`config.mk`:
```
export PLATFORM = sky130hd
export DESIGN_NAME = fots_flash_otp
export DESIGN_NICKNAME = d
export VERILOG_FILES = /design/src/logic/fots_flash_otp.v
export VERILOG_INCLUDE_DIRS = /design/src /design/src/pkg
export SDC_FILE = /design/constraint.sdc
export NUM_CORES = 1
export LEC_CHECK = 0
export BUFFER_PORTS_ARGS = -buffer_cell sky130_fd_sc_hd__buf_4
export CAP_MARGIN = 20
export CORE_ASPECT_RATIO = 0.75
export CORE_MARGIN = 4
export CORE_UTILIZATION = 45
export DETAILED_ROUTE_END_ITERATION = 8
export PLACE_DENSITY = 0.71
export SLEW_MARGIN = 10
export SYNTH_ARGS = -nofsm -noshare
export SYNTH_HDL_FRONTEND = slang
export SYNTH_SLANG_ARGS = --single-unit
```
`constraint.sdc`:
```
create_clock -name core_clk -period 7 [get_ports core_clk]
set_clock_uncertainty 0.15 [all_clocks]
set_input_delay 0.35 -clock core_clk [delete_from_list [all_inputs] [get_ports core_clk]]
set_output_delay 0.35 -clock core_clk [all_outputs]
set_load 0.1 [all_outputs]
```
`src/pkg/fots_consts.vh`:
```
`ifndef FOTS_CONSTS_VH
`define FOTS_CONSTS_VH
// register indices, byte address is four times the index
`define FOTS_IDX_PARAM_INDEX 4'h1
`define FOTS_IDX_PARAM_WORD 4'h2
`define FOTS_IDX_CONFIG 4'h4
`define FOTS_IDX_ERR_CFG 4'h5
`define FOTS_IDX_CMD_STATUS 4'h6
`define FOTS_IDX_FAULT_STATUS 4'h7
// flash_config fields
`define FOTS_CFG_CC_IRQ_EN 7
`define FOTS_CFG_IGN_SGL 4
`define FOTS_CFG_FORCE_DBL 1
`define FOTS_CFG_FORCE_SGL 0
// flash_error_irq_config fields
`define FOTS_ERR_DBL_IRQ_EN 1
`define FOTS_ERR_SGL_IRQ_EN 0
// cmd_status_reg fields
`define FOTS_ST_CMD_DONE 7
`define FOTS_ST_ACCERR 5
`define FOTS_ST_FPVIOL 4
`define FOTS_ST_MGSTAT1 1
// fault_status_reg fields
`define FOTS_FS_DFD 1
`define FOTS_FS_SFD 0
// command parameters
`define FOTS_CMD_PROG_ONCE 8'h07
`define FOTS_PIDX_CMD 3'h0
`define FOTS_PIDX_PHRASE 3'h1
`define FOTS_PIDX_LAST 3'h5
`define FOTS_PHRASES 8
`define FOTS_MAX_PHRASE 16'h0007
// reset values
`define FOTS_RST_CONFIG 8'h00
`define FOTS_RST_ERR_CFG 8'h00
// timing
`define FOTS_CLK_NS 20
`define FOTS_PROG_TIME_NS 20000
`define FOTS_PROG_CYCLES ((`FOTS_PROG_TIME_NS + `FOTS_CLK_NS - 1) / `FOTS_CLK_NS)
// axi responses
`define FOTS_RESP_OKAY 2'b00
`define FOTS_RESP_SLVERR 2'b10
`endif

```
`src/logic/fots_flash_otp.v`:
```
`include "fots_consts.vh"
`default_nettype none
module fots_flash_otp #(
   parameter PROG_CYCLES = `FOTS_PROG_CYCLES
) (
   input wire core_clk,
   input wire rst_b,
   input wire [7:0] s_axi_awaddr,
   input wire s_axi_awvalid,
   output wire s_axi_awready,
   input wire [31:0] s_axi_wdata,
   input wire [3:0] s_axi_wstrb,
   input wire s_axi_wvalid,
   output wire s_axi_wready,
   output reg [1:0] s_axi_bresp,
   output reg s_axi_bvalid,
   input wire s_axi_bready,
   input wire [7:0] s_axi_araddr,
   input wire s_axi_arvalid,
   output wire s_axi_arready,
   output reg [31:0] s_axi_rdata,
   output reg [1:0] s_axi_rresp,
   output reg s_axi_rvalid,
   input wire s_axi_rready,
   input wire arr_rd_en,
   input wire [2:0] arr_rd_phrase,
   input wire arr_single_fault,
   input wire arr_double_fault,
   output reg [63:0] arr_rd_data,
   output reg arr_rd_valid,
   output wire cmd_complete_irq,
   output wire single_fault_irq,
   output wire double_fault_irq
);

   localparam S_IDLE = 4'b0001;
   localparam S_CHECK = 4'b0010;
   localparam S_PROG = 4'b0100;
   localparam S_VERIFY = 4'b1000;

   function mapped;
      input [3:0] idx;
      begin
         mapped = (idx == `FOTS_IDX_PARAM_INDEX) || (idx == `FOTS_IDX_PARAM_WORD) ||
                  (idx == `FOTS_IDX_CONFIG) || (idx == `FOTS_IDX_ERR_CFG) ||
                  (idx == `FOTS_IDX_CMD_STATUS) || (idx == `FOTS_IDX_FAULT_STATUS);
      end
   endfunction

   reg [7:0] awaddr_reg;
   reg aw_held_reg;
   reg [31:0] wdata_reg;
   reg [3:0] wstrb_reg;
   reg w_held_reg;
   reg [2:0] param_index_reg;
   reg [15:0] cmd_param_word [0:5];
   reg [7:0] flash_config;
   reg [7:0] flash_error_irq_config;
   reg cmd_complete_flag;
   reg acc_err_reg;
   reg prot_viol_reg;
   reg verify_err_reg;
   reg double_fault_flag;
   reg single_fault_flag;
   reg [3:0] state_reg;
   reg [15:0] cnt_reg;
   reg [2:0] phrase_reg;
   reg [63:0] otp_mem [0:`FOTS_PHRASES-1];
   reg [`FOTS_PHRASES-1:0] written_reg;
   reg [31:0] rd_mux;

   wire busy = ~state_reg[0];
   wire wr_go = aw_held_reg && w_held_reg && !s_axi_bvalid;
   wire [3:0] wr_idx = awaddr_reg[5:2];
   wire wr_ok = wr_go && mapped(wr_idx) && (awaddr_reg[7:6] == 2'b00);
   wire [3:0] rd_idx = s_axi_araddr[5:2];
   wire rd_go = s_axi_arvalid && !s_axi_rvalid;
   wire [63:0] new_phrase = {cmd_param_word[2], cmd_param_word[3],
                             cmd_param_word[4], cmd_param_word[5]};
   wire launch = wr_ok && (wr_idx == `FOTS_IDX_CMD_STATUS) && wstrb_reg[0] &&
                 wdata_reg[`FOTS_ST_CMD_DONE] && cmd_complete_flag;
   wire bad_cmd = (cmd_param_word[0][7:0] != `FOTS_CMD_PROG_ONCE) ||
                  (param_index_reg != `FOTS_PIDX_LAST) ||
                  (cmd_param_word[1] > `FOTS_MAX_PHRASE);
   wire arr_read = arr_rd_en && !busy;
   wire set_sf = arr_read && (flash_config[`FOTS_CFG_FORCE_SGL] ||
                 (arr_single_fault && !flash_config[`FOTS_CFG_IGN_SGL]));
   wire set_df = arr_read && (flash_config[`FOTS_CFG_FORCE_DBL] || arr_double_fault);
   wire reg_wr_lo = wr_ok && wstrb_reg[0];

   assign s_axi_awready = !aw_held_reg;
   assign s_axi_wready = !w_held_reg;
   assign s_axi_arready = !s_axi_rvalid;

   ////////////////////////////////////////////////////////////////////////
   // bus write side: address and data caught in either order

   always @(posedge core_clk) begin
      if (!rst_b) begin
         aw_held_reg <= 1'b0;
         w_held_reg <= 1'b0;
         awaddr_reg <= 8'h00;
         wdata_reg <= 32'h0000_0000;
         wstrb_reg <= 4'h0;
         s_axi_bvalid <= 1'b0;
         s_axi_bresp <= `FOTS_RESP_OKAY;
      end else begin
         if (s_axi_awvalid && !aw_held_reg) begin
            aw_held_reg <= 1'b1;
            awaddr_reg <= s_axi_awaddr;
         end
         if (s_axi_wvalid && !w_held_reg) begin
            w_held_reg <= 1'b1;
            wdata_reg <= s_axi_wdata;
            wstrb_reg <= s_axi_wstrb;
         end
         if (wr_go) begin
            aw_held_reg <= 1'b0;
            w_held_reg <= 1'b0;
            s_axi_bvalid <= 1'b1;
            s_axi_bresp <= wr_ok ? `FOTS_RESP_OKAY : `FOTS_RESP_SLVERR;
         end else if (s_axi_bready) begin
            s_axi_bvalid <= 1'b0;
         end
      end
   end

   ////////////////////////////////////////////////////////////////////////
   // control registers; parameter slots and config locked while busy

   always @(posedge core_clk) begin
      if (!rst_b) begin
         param_index_reg <= 3'h0;
         flash_config <= `FOTS_RST_CONFIG;
         flash_error_irq_config <= `FOTS_RST_ERR_CFG;
      end else if (reg_wr_lo && !busy) begin
         if (wr_idx == `FOTS_IDX_PARAM_INDEX)
            param_index_reg <= wdata_reg[2:0];
         if (wr_idx == `FOTS_IDX_CONFIG)
            flash_config <= wdata_reg[7:0] & 8'h93;
         if (wr_idx == `FOTS_IDX_ERR_CFG)
            flash_error_irq_config <= wdata_reg[7:0] & 8'h03;
      end
   end

   // slot array has no reset: only the written slots are ever used
   always @(posedge core_clk) begin
      if (wr_ok && !busy && (wr_idx == `FOTS_IDX_PARAM_WORD) && param_index_reg <= 3'h5) begin
         if (wstrb_reg[0])
            cmd_param_word[param_index_reg][7:0] <= wdata_reg[7:0];
         if (wstrb_reg[1])
            cmd_param_word[param_index_reg][15:8] <= wdata_reg[15:8];
      end
   end

   ////////////////////////////////////////////////////////////////////////
   // program-once sequencer

   always @(posedge core_clk) begin
      if (!rst_b) begin
         state_reg <= S_IDLE;
         cnt_reg <= 16'h0000;
         phrase_reg <= 3'h0;
         cmd_complete_flag <= 1'b1;
         acc_err_reg <= 1'b0;
         prot_viol_reg <= 1'b0;
         verify_err_reg <= 1'b0;
         written_reg <= {`FOTS_PHRASES{1'b0}};
      end else begin
         if (reg_wr_lo && (wr_idx == `FOTS_IDX_CMD_STATUS)) begin
            if (wdata_reg[`FOTS_ST_ACCERR])
               acc_err_reg <= 1'b0;
            if (wdata_reg[`FOTS_ST_FPVIOL])
               prot_viol_reg <= 1'b0;
         end
         case (state_reg)
            S_IDLE: begin
               if (launch && !acc_err_reg && !prot_viol_reg) begin
                  if (bad_cmd) begin
                     acc_err_reg <= 1'b1;
                  end else begin
                     cmd_complete_flag <= 1'b0;
                     verify_err_reg <= 1'b0;
                     phrase_reg <= cmd_param_word[1][2:0];
                     state_reg <= S_CHECK;
                  end
               end
            end
            S_CHECK: begin
               if (written_reg[phrase_reg]) begin
                  prot_viol_reg <= 1'b1;
                  cmd_complete_flag <= 1'b1;
                  state_reg <= S_IDLE;
               end else begin
                  cnt_reg <= 16'h0000;
                  state_reg <= S_PROG;
               end
            end
            S_PROG: begin
               if (cnt_reg == PROG_CYCLES - 1) begin
                  written_reg[phrase_reg] <= 1'b1;
                  state_reg <= S_VERIFY;
               end else begin
                  cnt_reg <= cnt_reg + 16'h0001;
               end
            end
            S_VERIFY: begin
               verify_err_reg <= (otp_mem[phrase_reg] != new_phrase);
               cmd_complete_flag <= 1'b1;
               state_reg <= S_IDLE;
            end
            default: state_reg <= S_IDLE;
         endcase
      end
   end

   // nonvolatile store: never erased; written once per reset, as reset clears written_reg
   always @(posedge core_clk) begin
      if (state_reg[2] && cnt_reg == PROG_CYCLES - 1)
         otp_mem[phrase_reg] <= new_phrase;
   end

   ////////////////////////////////////////////////////////////////////////
   // array read port and fault flags; a set beats a same-cycle clear

   always @(posedge core_clk) begin
      if (!rst_b) begin
         arr_rd_data <= 64'h0000_0000_0000_0000;
         arr_rd_valid <= 1'b0;
         single_fault_flag <= 1'b0;
         double_fault_flag <= 1'b0;
      end else begin
         arr_rd_valid <= arr_read;
         if (arr_rd_en)
            arr_rd_data <= busy ? 64'hffff_ffff_ffff_ffff :
                           written_reg[arr_rd_phrase] ? otp_mem[arr_rd_phrase] :
                           64'hffff_ffff_ffff_ffff;
         if (set_sf)
            single_fault_flag <= 1'b1;
         else if (reg_wr_lo && (wr_idx == `FOTS_IDX_FAULT_STATUS) && wdata_reg[`FOTS_FS_SFD])
            single_fault_flag <= 1'b0;
         if (set_df)
            double_fault_flag <= 1'b1;
         else if (reg_wr_lo && (wr_idx == `FOTS_IDX_FAULT_STATUS) && wdata_reg[`FOTS_FS_DFD])
            double_fault_flag <= 1'b0;
      end
   end

   assign cmd_complete_irq = cmd_complete_flag && flash_config[`FOTS_CFG_CC_IRQ_EN];
   assign single_fault_irq = single_fault_flag && flash_error_irq_config[`FOTS_ERR_SGL_IRQ_EN] &&
                             !flash_config[`FOTS_CFG_IGN_SGL];
   assign double_fault_irq = double_fault_flag && flash_error_irq_config[`FOTS_ERR_DBL_IRQ_EN];

   ////////////////////////////////////////////////////////////////////////
   // bus read side

   always @* begin
      case (rd_idx)
         `FOTS_IDX_PARAM_INDEX: rd_mux = {29'h0, param_index_reg};
         `FOTS_IDX_PARAM_WORD: rd_mux = (param_index_reg <= 3'h5) ?
                                        {16'h0, cmd_param_word[param_index_reg]} : 32'h0;
         `FOTS_IDX_CONFIG: rd_mux = {24'h0, flash_config};
         `FOTS_IDX_ERR_CFG: rd_mux = {24'h0, flash_error_irq_config};
         `FOTS_IDX_CMD_STATUS: rd_mux = {24'h0, cmd_complete_flag, 1'b0, acc_err_reg,
                                         prot_viol_reg, 2'b00, verify_err_reg, 1'b0};
         `FOTS_IDX_FAULT_STATUS: rd_mux = {30'h0, double_fault_flag, single_fault_flag};
         default: rd_mux = 32'h0000_0000;
      endcase
   end

   always @(posedge core_clk) begin
      if (!rst_b) begin
         s_axi_rvalid <= 1'b0;
         s_axi_rdata <= 32'h0000_0000;
         s_axi_rresp <= `FOTS_RESP_OKAY;
      end else if (rd_go) begin
         s_axi_rvalid <= 1'b1;
         s_axi_rdata <= rd_mux;
         s_axi_rresp <= (mapped(rd_idx) && s_axi_araddr[7:6] == 2'b00) ?
                        `FOTS_RESP_OKAY : `FOTS_RESP_SLVERR;
      end else if (s_axi_rready) begin
         s_axi_rvalid <= 1'b0;
      end
   end

endmodule // fots_flash_otp
`default_nettype wire

```
==> out/metrics.yaml <==
setup_path:
  critical_path_buf_inv_count: 2
  path_max_fanout: 34
  reg2reg_to: "otp_mem[5][41]"
  critical_path_depth: 7
  timing.critical_path.required_ns: 7.12
  rrSetupSlack_ns: 3.00
  crit_chain: "ha_1 -> nor4bb_1 -> and4_1 -> nand3_1 -> nor2_4 -> buf_4 -> buf_4"
  cp-end-kind: "register"
  critical-path-top-cell-by-count: "buf_4"
  timing.critical_path.arrival_ns: 4.13
  critical-path-top-delay-family: "simple AND/OR/NAND/NOR gates"
  critical_setup_path_kind: "reg -> reg"
  critical_path_top_delay_cell: "buf_4"
  critical-path-max-stage-delay_ns: 0.71
  critical_path.reg2reg.startpoint: "cnt_reg[0]"
  cp-start-kind: "register"
  reg2reg_depth: 7
cells_and_area:
  layout.nets: 2334
  flow.area_growth_from_synthesis_pct: 14.5
  reg_top3: "otp_mem x512, cmd_param_word x128, arr_rd_data x64"
  flip_flop_count_of_the_largest_register_after_layout: 512
  fillerInstances: 6151
  largest-register: "otp_mem"
  drive_gt1_share_pct: 25.5
  layout.core_utilization_pct: 52.0
detailed_routing:
  route.antenna.remaining_nets: 0
  drt-initial-drc-count: 2241
  wl_um: 91000
  routed_wire_length_per_instance_um: 27.0
  residual_drc_count: 0
  num_vias: 20506
  dr_vias_cell: 6.09
  drt-pass1-iter-count: 5
placed_design:
  numPortBuffers: 133
  dp_hpwl_um: 57600
  routabilityCongestion: 0.836
timing:
  setup_viol: 0
  final_period_minus_worst_setup_slack_ns: 4.00
  slew_headroom_pct: 25.0
  worst_pin_slew_ns: 1.13
  final-max-slew-violation-count: 0
  max_freq_mhz: 250
  whs_ns: 0.0652
  final.period_utilization_pct: 57.2
  hold_violations: 0
  setup_repair_after_global_routing_missed_its_margin: "false"
  setup_tns_ns: 0
synthesis:
  ys_warn_count: 0
  async_reset_ff_share_pct: 0
  yosysUniqueCellTypes: 62
  synthFlopType: "edfxtp_1"
  synth-edff-count: 640
  yosys.area.top_type: "edfxtp_1"
  netlist.area_leader.share_pct: 55.1
  synthesis.area_per_instance_um2: 16.8
  synth_top_cells_by_area: "edfxtp_1, mux4_2, dfxtp_1"
  ys_seq_area_share_pct: 64.4
  yosys_register_bits: 803
  netlist_instances: 2077
  syn_area_um2: 34900
hold_path:
  timing.hold.worst_path_depth: 5
  hold_path_class: "in -> reg"
  holdCritStartpoint: "s_axi_araddr[4]"
  min_to: "s_axi_rdata[2]"
pwr:
  irDropWorstVdd_uv: 159
  leakage_nw: 13.1
  cellPowerDensity_nw_per_um2: 250
cts:
  ctsResizeCount: 0
  cts_buffers: 77
  clock_tree.root_cell: "clkbuf_16"
  cts-htree-levels: 3
  cts_tree: "done"
  cts.repair_timing.setup_buffer_count: 0
  cts_max_path_buffers: 3
  clkTransAtPathRegs_ns: 0.06
  clk_latency_ns: 0.63
  cts_sinks: 803
global_route:
  first_global_vias: 20639
  grt_usage_pct: 22.1
  grt_pass1_wl_um: 135000
  total_overflow_reported_by_the_global_router: 0
  number_of_antenna_violations_at_the_first_check_in_global_routing: 4
  pin_count_of_the_biggest_net_entering_global_routing: 77
job:
  max-cap-violations: 0
floorplan:
  floorplan.initialDensity_pct: 45.4
  design.portCount: 174
  fp.coreArea_um2: 76900
  die-area_um2: 82100
  die_w_um: 330
  die_h_um: 249
  num_rows: 88
status:
  outcome: "complete, no violations"
## power by group
part           total (mW)  switching (mW)  internal (mW)
Sequential           5.19          0.0444           5.14
Combinational       0.624           0.446          0.178
Clock                4.18            1.78           2.40
## how the worst max path moves through the flow
stage                          start  slack [ns]              to
after global routing        register        2.86  verify_err_reg
after detailed placement    register        3.08  verify_err_reg
after CTS                   register        2.99  verify_err_reg
final                     cnt_reg[0]        3.00  otp_mem[5][41]
after global placement      register        3.14  verify_err_reg
after floorplan           cnt_reg[0]        0.68   otp_mem[1][0]
## layout by cell type, fill, tap and decap left out, drive strengths merged, types with 3 or more instances in the layout
cell type | synthesis | layout
xnor2 | 34 | 34
mux2 | 15 | 15
xor2 | 29 | 29
clkinv | 0 | 25
dlygate4sd3 | 0 | 35
o22a | 7 | 7
nand3b | 4 | 4
o22ai | 4 | 4
dfxtp | 163 | 163
a2bb2oi | 4 | 4
edfxtp | 640 | 640
mux4 | 261 | 261
o21ai | 79 | 79
or3 | 6 | 6
conb | 1 | 50
bufinv | 0 | 6
inv | 11 | 17
nor2b | 10 | 10
nand2b | 12 | 12
nand2 | 71 | 71
a21oi | 105 | 105
a22oi | 42 | 42
and2 | 4 | 4
nand3 | 17 | 17
nor3 | 17 | 17
and3 | 17 | 17
a21o | 3 | 3
mux2i | 197 | 197
nor2 | 116 | 116
nand4 | 18 | 18
nor4 | 13 | 13
nor4bb | 3 | 3
clkbuf | 68 | 106
buf | 82 | 177
## repair_timing
action,CTS,global route
hold endpoints to repair,32,0
hold buffers,35,0
setup endpoints to repair,0,0
## final cells by class
type                    instances  area [µm²]  share of cell area (%)
diodes                          1        2.50                 0.00626
clock buffers                 105        2160                    5.40
clock inverters                39         368                   0.920
inverters                      11        41.3                   0.103
multi-input cells            1162       11900                    29.8
flip-flops and latches        803       22500                    56.3
well taps                    1035        1290                    3.24
repair buffers                213        1710                    4.28
## synthesized netlist by cell type (all sizes together), types with 3 or more instances
master	number
nand2	71
o22ai	4
xor2	29
a22oi	42
inv	11
o21ai	79
buf	82
a21oi	105
nand2b	12
nor4	13
nor3	17
mux2	15
nand3	17
and2	4
nand4	18
or3	6
dfxtp	163
nor4bb	3
mux4	261
clkbuf	68
o22a	7
a21o	3
nor2	116
xnor2	34
edfxtp	640
nand3b	4
and3	17
nor2b	10
mux2i	197
a2bb2oi	4
## cell families after synthesis
kind of cell | Yosys count | share of synthesized area [%]
other cells | 1 | 0.0107
simple gates | 320 | 4.52
flops | 803 | 64.4
compound gates | 255 | 4.25
fa+ha+maj | 1 | 0.0359
mux | 473 | 23.0
xor+xnor | 63 | 1.58
buf+inv | 161 | 2.18
## metal layers
layer	vias up	wire (µm)	track usage, %	part of all wire (%)
met2	1089	41200	33.0	45
met3	147	10600	7.37	12
met5	-	125	0.999	0.14
met4	4	2430	6.52	2.7
li1	8672	-	-	-
met1	10594	36700	30.9	40
## metrics by stage
stage	cell area (µm²)	power [mW]	std cells	setup WS (ns)
final	40000	9.99	3369	3.00
after global routing	40000	10.3	3368	2.86
after CTS	39900	10.1	3365	2.99
after detailed placement	37100	5.90	3186	3.08
after global placement	37100	5.89	3186	3.14
after floorplan	35100	5.75	2126	0.678
## worst min-delay path, cell delays in order
cell      delay (ns)
buf_4           0.11
nor4_1          0.06
nand2_1         0.06
o211ai_1        0.08
o211a_1         0.12
(Power assumes the default switching activity.)
